==> src/rtl/lvd_pkg.sv <==
package lvd_pkg;
  localparam logic [1:0] ADDR_CONTROL = 2'h0;
  localparam logic [1:0] ADDR_STATUS = 2'h1;
  localparam logic [1:0] ADDR_COUNTER = 2'h2;
  localparam logic [1:0] ADDR_CLKSTOP = 2'h3;
  localparam int BIT_DET_EN = 7;
  localparam int BIT_EXT_DROP_SEL = 5;
  localparam int BIT_EXT_RISE_SEL = 4;
  localparam int BIT_LEVEL_SEL = 3;
  localparam int BIT_RESET_EN = 2;
  localparam int BIT_DROP_IE = 1;
  localparam int BIT_RISE_IE = 0;
  localparam int BIT_REF_STABLE = 7;
  localparam int BIT_VREF_SEL = 3;
  localparam int BIT_DROP_FLAG = 1;
  localparam int BIT_RISE_FLAG = 0;
  localparam int BIT_STANDBY = 7;
  localparam logic [7:0] CONTROL_RESET = 8'h00;
  localparam logic [7:0] STATUS_RESET = 8'h00;
  localparam logic [7:0] COUNTER_RESET = 8'h00;
  localparam logic [7:0] CLKSTOP_RESET = 8'hff;
  localparam logic [7:0] STATUS_WMASK = 8'h7b;
  localparam int CLK_PERIOD_NS = 10;
  localparam int PRESCALE_CYCLES = 131072;
  localparam int NOISE_FILTER_NS = 100;
  localparam int NOISE_FILTER_CYCLES = (NOISE_FILTER_NS + CLK_PERIOD_NS - 1) / CLK_PERIOD_NS;
  localparam int STAB_DIVIDE = 4;
endpackage : lvd_pkg

==> src/rtl/lvd_pin_filter.sv <==
`default_nettype none
module lvd_pin_filter
  import lvd_pkg::*;
(
  input wire logic clk_i,
  input wire logic reset_n_i,
  input wire logic pin_i,
  output logic pin_o
);
  logic [3:0] count_r;
  logic level_r;
  // Level must hold for the whole window before it is accepted
  always_ff @(posedge clk_i) begin
    if (!reset_n_i) begin
      count_r <= 4'h0;
      level_r <= 1'b1;
    end else if (pin_i == level_r) begin
      count_r <= 4'h0;
    end else if (count_r == 4'(NOISE_FILTER_CYCLES - 1)) begin
      count_r <= 4'h0;
      level_r <= pin_i;
    end else begin
      count_r <= count_r + 4'h1;
    end
  end
  assign pin_o = level_r;
endmodule : lvd_pin_filter
`default_nettype wire

==> src/rtl/lvd_sync.sv <==
`default_nettype none
module lvd_sync (
  input wire logic clk_i,
  input wire logic reset_n_i,
  input wire logic [2:0] async_i,
  output logic [2:0] sync_o
);
  logic [2:0] meta_r;
  logic [2:0] sync_r;
  // Inputs idle high: supply above every level
  always_ff @(posedge clk_i) begin
    if (!reset_n_i) begin
      meta_r <= 3'h7;
      sync_r <= 3'h7;
    end else begin
      meta_r <= async_i;
      sync_r <= meta_r;
    end
  end
  assign sync_o = sync_r;
endmodule : lvd_sync
`default_nettype wire

==> src/rtl/low_voltage_detect_reset_ctrl.sv <==
`default_nettype none
module low_voltage_detect_reset_ctrl
  import lvd_pkg::*;
#(
  parameter int PRESCALE = PRESCALE_CYCLES
) (
  input wire logic clk_i,
  input wire logic reset_n_i,
  input wire logic external_reset_pin_n_i,
  input wire logic above_drop_i,
  input wire logic above_rise_i,
  input wire logic above_reset_i,
  input wire logic external_drop_level_in_i,
  input wire logic external_rise_level_in_i,
  input wire logic [1:0] addr_i,
  input wire logic [7:0] wdata_i,
  input wire logic wr_i,
  input wire logic rd_i,
  output logic [7:0] rdata_o,
  output logic undervoltage_reset_n_o,
  output logic undervoltage_irq_n_o,
  output logic irq_line_zero_o,
  output logic chip_reset_n_o,
  output logic reference_select_o
);
  ////////////////////////////////////////////////////////////////////////////
  logic pin_n;
  logic [2:0] cmp;
  logic [7:0] detector_control_reg_r;
  logic [7:0] detector_status_reg_r;
  logic [7:0] stabilization_counter_r;
  logic [7:0] clock_stop_control_2_r;
  logic [7:0] rdata_r;
  logic [1:0] div_r;
  logic counting_r;
  logic drop_seen_r;
  logic lv_reset_r;
  logic irq_n_r;
  logic irq_r;
  logic rise_read_r;
  logic drop_read_r;
  logic ovf_read_r;
  logic [17:0] prescale_r;
  logic chip_rst_n_r;
  logic active;
  logic above_drop;
  logic above_rise;
  logic above_reset;
  logic tick;
  logic wrap;
  logic drop_evt;
  logic rise_evt;
  logic wr_status;
  logic rd_status;

  lvd_pin_filter u_filter (
    .clk_i(clk_i),
    .reset_n_i(reset_n_i),
    .pin_i(external_reset_pin_n_i),
    .pin_o(pin_n)
  );

  lvd_sync u_sync (
    .clk_i(clk_i),
    .reset_n_i(reset_n_i),
    .async_i({above_drop_i, above_rise_i, above_reset_i}),
    .sync_o(cmp)
  );

  // Enabled and out of module standby
  assign active = detector_control_reg_r[BIT_DET_EN] & clock_stop_control_2_r[BIT_STANDBY];
  assign above_reset = cmp[0];
  assign above_drop = detector_control_reg_r[BIT_EXT_DROP_SEL] ?
                      external_drop_level_in_i : cmp[2];
  assign above_rise = detector_control_reg_r[BIT_EXT_RISE_SEL] ?
                      external_rise_level_in_i : cmp[1];
  assign wr_status = wr_i & (addr_i == ADDR_STATUS);
  assign rd_status = rd_i & (addr_i == ADDR_STATUS);

  ////////////////////////////////////////////////////////////////////////////
  // Control: power-on reset only, low-voltage reset leaves it alone
  always_ff @(posedge clk_i) begin
    if (!reset_n_i) begin
      detector_control_reg_r <= CONTROL_RESET;
    end else if (wr_i && addr_i == ADDR_CONTROL) begin
      detector_control_reg_r <= wdata_i;
    end
  end

  always_ff @(posedge clk_i) begin
    if (!reset_n_i) begin
      clock_stop_control_2_r <= CLKSTOP_RESET;
    end else if (wr_i && addr_i == ADDR_CLKSTOP) begin
      clock_stop_control_2_r <= wdata_i;
    end
  end

  ////////////////////////////////////////////////////////////////////////////
  // Stabilization counter on a quarter-rate tick
  always_ff @(posedge clk_i) begin
    if (!reset_n_i) begin
      div_r <= 2'h0;
    end else if (counting_r && active) begin
      div_r <= div_r + 2'h1;
    end
  end
  assign tick = counting_r && active && (div_r == 2'(STAB_DIVIDE - 1));
  assign wrap = tick && (stabilization_counter_r == 8'hff);

  always_ff @(posedge clk_i) begin
    if (!reset_n_i) begin
      counting_r <= 1'b0;
    end else if (wr_i && addr_i == ADDR_CONTROL && wdata_i[BIT_DET_EN]) begin
      counting_r <= 1'b1;
    end else if (wrap) begin
      counting_r <= 1'b0;
    end
  end

  always_ff @(posedge clk_i) begin
    if (!reset_n_i || !lv_reset_r) begin
      stabilization_counter_r <= COUNTER_RESET;
    end else if (tick) begin
      stabilization_counter_r <= stabilization_counter_r + 8'h01;
    end
  end

  ////////////////////////////////////////////////////////////////////////////
  // Supply events; drop remembered until a rise or a reset-level fall
  assign drop_evt = active && !above_drop && !drop_seen_r && above_reset;
  assign rise_evt = active && drop_seen_r && above_rise && above_reset;

  always_ff @(posedge clk_i) begin
    if (!reset_n_i || !above_reset) begin
      drop_seen_r <= 1'b0;
    end else if (drop_evt) begin
      drop_seen_r <= 1'b1;
    end else if (rise_evt) begin
      drop_seen_r <= 1'b0;
    end
  end

  always_ff @(posedge clk_i) begin
    if (!reset_n_i) begin
      irq_n_r <= 1'b1;
    end else if (drop_evt) begin
      irq_n_r <= 1'b0;
    end else if (rise_evt) begin
      irq_n_r <= 1'b1;
    end
  end

  // One-cycle request pulse; missing enable means no request
  always_ff @(posedge clk_i) begin
    if (!reset_n_i) begin
      irq_r <= 1'b0;
    end else begin
      irq_r <= (drop_evt && detector_control_reg_r[BIT_DROP_IE]) ||
               (rise_evt && detector_control_reg_r[BIT_RISE_IE]);
    end
  end

  ////////////////////////////////////////////////////////////////////////////
  // Read-then-write-0 arming for each flag
  always_ff @(posedge clk_i) begin
    if (!reset_n_i) begin
      rise_read_r <= 1'b0;
      drop_read_r <= 1'b0;
      ovf_read_r <= 1'b0;
    end else if (rd_status) begin
      rise_read_r <= detector_status_reg_r[BIT_RISE_FLAG];
      drop_read_r <= detector_status_reg_r[BIT_DROP_FLAG];
      ovf_read_r <= detector_status_reg_r[BIT_REF_STABLE];
    end
  end

  // Set wins over a clear in the same cycle; low-voltage reset clears flags
  always_ff @(posedge clk_i) begin
    if (!reset_n_i || !lv_reset_r) begin
      detector_status_reg_r <= STATUS_RESET;
    end else begin
      if (wr_status) begin
        detector_status_reg_r[6:3] <= wdata_i[6:3] & STATUS_WMASK[6:3];
        if (!wdata_i[BIT_RISE_FLAG] && rise_read_r) begin
          detector_status_reg_r[BIT_RISE_FLAG] <= 1'b0;
        end
        if (!wdata_i[BIT_DROP_FLAG] && drop_read_r) begin
          detector_status_reg_r[BIT_DROP_FLAG] <= 1'b0;
        end
        if (!wdata_i[BIT_REF_STABLE] && ovf_read_r) begin
          detector_status_reg_r[BIT_REF_STABLE] <= 1'b0;
        end
      end
      if (wrap) begin
        detector_status_reg_r[BIT_REF_STABLE] <= 1'b1;
      end
      if (drop_evt) begin
        detector_status_reg_r[BIT_DROP_FLAG] <= 1'b1;
      end
      if (rise_evt && detector_control_reg_r[BIT_RISE_IE]) begin
        detector_status_reg_r[BIT_RISE_FLAG] <= 1'b1;
      end
    end
  end

  ////////////////////////////////////////////////////////////////////////////
  // Low-voltage reset; also taken while only interrupts are in use
  always_ff @(posedge clk_i) begin
    if (!reset_n_i) begin
      lv_reset_r <= 1'b1;
    end else begin
      lv_reset_r <= !(active && !above_reset &&
                      (detector_control_reg_r[BIT_RESET_EN] ||
                       detector_control_reg_r[BIT_DROP_IE] ||
                       detector_control_reg_r[BIT_RISE_IE]));
    end
  end

  // Prescaler held by pin or low-voltage reset, then counts to release
  always_ff @(posedge clk_i) begin
    if (!reset_n_i || !pin_n || !lv_reset_r) begin
      prescale_r <= 18'h00000;
      chip_rst_n_r <= 1'b0;
    end else if (!chip_rst_n_r) begin
      if (prescale_r == 18'(PRESCALE - 1)) begin
        chip_rst_n_r <= 1'b1;
      end else begin
        prescale_r <= prescale_r + 18'h00001;
      end
    end
  end

  ////////////////////////////////////////////////////////////////////////////
  always_ff @(posedge clk_i) begin
    if (!reset_n_i) begin
      rdata_r <= 8'h00;
    end else if (rd_i) begin
      case (addr_i)
        ADDR_CONTROL: rdata_r <= detector_control_reg_r;
        ADDR_STATUS: rdata_r <= detector_status_reg_r;
        ADDR_COUNTER: rdata_r <= stabilization_counter_r;
        ADDR_CLKSTOP: rdata_r <= clock_stop_control_2_r;
        default: rdata_r <= 8'h00;
      endcase
    end else begin
      rdata_r <= 8'h00;
    end
  end

  assign rdata_o = rdata_r;
  assign undervoltage_reset_n_o = lv_reset_r;
  assign undervoltage_irq_n_o = irq_n_r;
  assign irq_line_zero_o = irq_r;
  assign chip_reset_n_o = chip_rst_n_r;
  assign reference_select_o = detector_status_reg_r[BIT_VREF_SEL];
endmodule : low_voltage_detect_reset_ctrl
`default_nettype wire

==> config.mk <==
export PLATFORM = sky130hd
export DESIGN_NAME = low_voltage_detect_reset_ctrl
export DESIGN_NICKNAME = d
export VERILOG_FILES = /design/src/rtl/lvd_pkg.sv /design/src/rtl/lvd_pin_filter.sv /design/src/rtl/lvd_sync.sv /design/src/rtl/low_voltage_detect_reset_ctrl.sv
export SDC_FILE = /design/constraint.sdc
export NUM_CORES = 1
export LEC_CHECK = 0
export ABC_AREA = 1
export ABC_CLOCK_PERIOD_IN_PS = 1800
export BUFFER_PORTS_ARGS = -buffer_cell sky130_fd_sc_hd__clkbuf_2
export CORE_ASPECT_RATIO = 1.25
export CORE_MARGIN = 2
export CORE_UTILIZATION = 45
export CTS_BUF_LIST = sky130_fd_sc_hd__clkbuf_2 sky130_fd_sc_hd__clkbuf_4 sky130_fd_sc_hd__clkbuf_8
export CTS_CLUSTER_DIAMETER = 120
export DETAILED_ROUTE_END_ITERATION = 16
export PLACE_DENSITY_LB_ADDON = 0.1
export SYNTH_ARGS = -nofsm -noshare
export SYNTH_HDL_FRONTEND = slang
export SYNTH_SLANG_ARGS = --single-unit
==> constraint.sdc <==
create_clock -name clk_i -period 1.8 [get_ports clk_i]
set_input_delay 0.18 -clock clk_i [delete_from_list [all_inputs] [get_ports clk_i]]
set_output_delay 0.18 -clock clk_i [all_outputs]
set_load 0.05 [all_outputs]
==> metrics <==
Yosys cell types=31; # rows=36; Vias/cell=5.08; YS warnings=0; Synth Area in Compound Gates=0.128; leakage power=approximately 1.7 nW; Adder-Cell Fraction of Synth Area=0.0176; FMAX=0.632 GHz; Synth Cell Area=3560 um2; DP HPWL=between 6 and 7 mm; crit start category=flop; Placer Congestion=0.830; final hold vios=0; Slowest Stage Delay on Critical Path=400 ps; number of top-level pins=33; Area after DPL=between 3000 and 4000 um2; Post-Syn Nets=517; initial antenna violation count=0; latest clock arrival within the worst-skew pair=350 ps; largest family of logic cells by synthesized area=simple AND/OR/NAND/NOR gates; switching power=0.809 mW; syn_area_per_cell=7.25 um2; Final Skew=8.80 ps; crit path cell chain=ha_2 -> inv_1 -> nor2_1 -> nand2_1 -> nor2_1 -> nand3_1 -> a21oi_1 -> nor2_1; Inserted Diodes=0; Area Overhead vs Synth=15.0%; MaxCap Viol Count=0; drt first pass iters=4; Residual DRC=0; fin crit period=1580 ps; Starting Density=0.460; Final period util=0.879; Sw Share=0.231; CP Max Fanout=5; CP max-delay cell=dfxtp_1; crit-path most repeated cell=nor2_1; Internal=2.70 mW; Design Area, Final=4100 um2; CTS tree=yes; Worst-path clk slew=70 ps; Num CTS Buffers=9; CTS sink cnt=79; # setup viols final=0; Worst slew margin=0.705; Core Area=7750 um2; Worst Tran Pin Value=441 ps; layout cells sized above 1=0.159; Mapped Cells=a little under 500; RSZ-0062 raised after global routing=false; Hold Crit Class=in -> reg; largest net degree at the start of global routing=18; GRT overflow=0; first-pass GRT wire length=13.8 mm; Req. time, crit path=2040 ps; Post-Synth Simple-Gate Area=0.333; root buf cell=clkbuf_8; TNS Setup=0 ps; final core occ=0.529; most common cell after layout, fill and taps aside=nand2_1; Post-Synth XOR/XNOR Area=0.0147; Clk pwr share=0.411; GR Util All Layers=0.197; htree depth=3; Die W=83.6 um; Die ar.=8650 um2; wire per inst=12.9 um; Bufs on Longest Clock Path=2; vias in the first global route=3038; # nets final=562; critical path type=reg -> reg; Max VDD drop=0.486 mV; Gate power share=0.069; CP endpoint kind=flop; critical path arrival=about 1800 ps; Yosys reg bits=slightly below 80; Sequential Power Share=0.520; Slew Viols, Final=0; final WL=8.19 mm; drt initial violations=around 140; via count=between 3k and 4k; I/O Buffers=32; Final ANT Viol Nets=0; DIE HEIGHT=about 100 um; commonest non-fill, non-tap cells in the layout=nand2_1 (123), dfxtp_1 (79), nor2_1 (59), inv_1 (48), a21oi_1 (38); outcome=complete, no violations; post-synthesis mux area share=0; Seq/Total Area, Yosys=0.444; Pwr Density=approximately 860 nW/um2
cells in the mapped netlist:
cell | number | area share
nand3b_1 | 6 | 0.013
nor3_2 | 1 | 0.0028
or2_2 | 6 | 0.011
nor3_1 | 7 | 0.0098
o211ai_1 | 1 | 0.0021
nor2_2 | 4 | 0.0070
inv_1 | 48 | 0.051
nor2_4 | 7 | 0.022
o21a_1 | 2 | 0.0042
ha_1 | 5 | 0.018
nand4_2 | 1 | 0.0035
nand2_2 | 6 | 0.011
o21ai_0 | 32 | 0.045
nand2_1 | 123 | 0.13
a221oi_1 | 3 | 0.0074
o31ai_1 | 3 | 0.0063
xnor2_1 | 2 | 0.0049
a21oi_1 | 38 | 0.053
inv_2 | 3 | 0.0032
nand2_4 | 2 | 0.0063
buf_6 | 1 | 0.0032
nand4_1 | 4 | 0.0070
nand3_2 | 1 | 0.0028
nand3_1 | 33 | 0.046
a31oi_1 | 3 | 0.0053
dfxtp_1 | 79 | 0.44
a211oi_1 | 2 | 0.0042
clkinv_1 | 1 | 0.0011
nor2_1 | 59 | 0.062
clkbuf_1 | 5 | 0.0053
xor2_1 | 4 | 0.0098
power groups by stage:
stage | combinational (mW) | sequential, mW | clock [mW]
after global routing | 0.268 | 1.83 | 1.55
after CTS | 0.242 | 1.82 | 1.48
after detailed placement | 0.238 | 1.86 | 0
final | 0.241 | 1.82 | 1.44
after global placement | 0.236 | 1.86 | 0
after floorplan | 0.126 | 1.88 | 0
worst paths after layout:
| kind | startpoint | end | slack (ps) | cells after the start |
|---|---|---|---|---|
| setup / recovery | prescale_r[0]$_SDFFE_PP0P_ | prescale_r[13]$_SDFFE_PP0P_ | 220 | 8 |
| hold / removal | above_rise_i | u_sync.meta_r[1]$_SDFF_PN1_ | 20 | 2 |
| setup reg to reg | prescale_r[0]$_SDFFE_PP0P_ | prescale_r[13]$_SDFFE_PP0P_ | 220 | 8 |
| hold reg to reg | u_sync.meta_r[0]$_SDFF_PN1_ | u_sync.sync_o[0]$_SDFF_PN1_ | 420 | 1 |
per-stage QoR:
| stage | hold slack, ps | std cells | worst slack (ps) | total power [mW] |
|---|---|---|---|---|
| after global placement | 366 | 619 | 261 | 2.10 |
| after detailed placement | 369 | 619 | 200 | 2.10 |
| final | 16.1 | 637 | 217 | 3.51 |
| after CTS | 2.72 | 637 | 180 | 3.54 |
| after global routing | 31.3 | 637 | 48.8 | 3.64 |
| after floorplan | 287 | 492 | 223 | 2.01 |
registers in the layout, indices dropped and copies added, names as in the netlist:
register                 cells
chip_reset_n_o               1
clock_stop_control_2_r       8
counting_r                   1
detector_control_reg_r       8
detector_status_reg_r        7
div_r                        2
drop_read_r                  1
drop_seen_r                  1
irq_line_zero_o              1
ovf_read_r                   1
prescale_r                  18
rdata_o                      8
rise_read_r                  1
stabilization_counter_r      8
u_filter.count_r             4
u_filter.pin_o               1
u_sync.meta_r                3
u_sync.sync_o                3
undervoltage_irq_n_o         1
undervoltage_reset_n_o       1
critical path: cells and delay by family, from the launching register on:
| family | cells | cell delay [ps] |
|---|---|---|
| adders and majority gates | 1 | 260 |
| DFF | 1 | 400 |
| AOI/OAI and AO/OA | 1 | 190 |
| and+or+nand+nor | 5 | 570 |
| buffers and inverters | 1 | 50 |
layer usage:
layer | part of all wire | global-route usage | vias to the layer above | wire, um
li1 | - | - | 1684 | -
met1 | 0.43 | 0.227 | 1468 | 3530
met2 | 0.51 | 0.347 | 63 | 4190
met3 | 0.030 | 0.0279 | 19 | 244
met4 | 0.028 | 0.107 | 0 | 231
met5 | 0 | 0 | - | 0
cell type report:
type | count | area, um2
tap | 95 | 119
clock inverter | 4 | 70.1
fill | 760 | 3650
multi-input combinational | 355 | 1760
timing repair buffer | 40 | 225
clock buffer | 12 | 146
sequential | 79 | 1580
inverter | 52 | 195
cells by family after synthesis:
| kind of cell | count (synthesis) |
|---|---|
| AND/OR/NAND/NOR | 260 |
| XOR/XNOR | 6 |
| adder cells (fa/ha/maj) | 5 |
| buffers and inverters | 58 |
| flip-flops | 79 |
| AO/OA/AOI/OAI | 84 |
what timing repair did:
| action | in CTS | in global routing |
|---|---|---|
| hold buffers | 2 | 0 |
| buffers inserted | 0 | 0 |
| setup endpoints to repair | 0 | 4 |
| resized for setup | 0 | 1 |
| hold endpoints to repair | 2 | 0 |
Note: power is estimated with default switching activity, not from simulation.
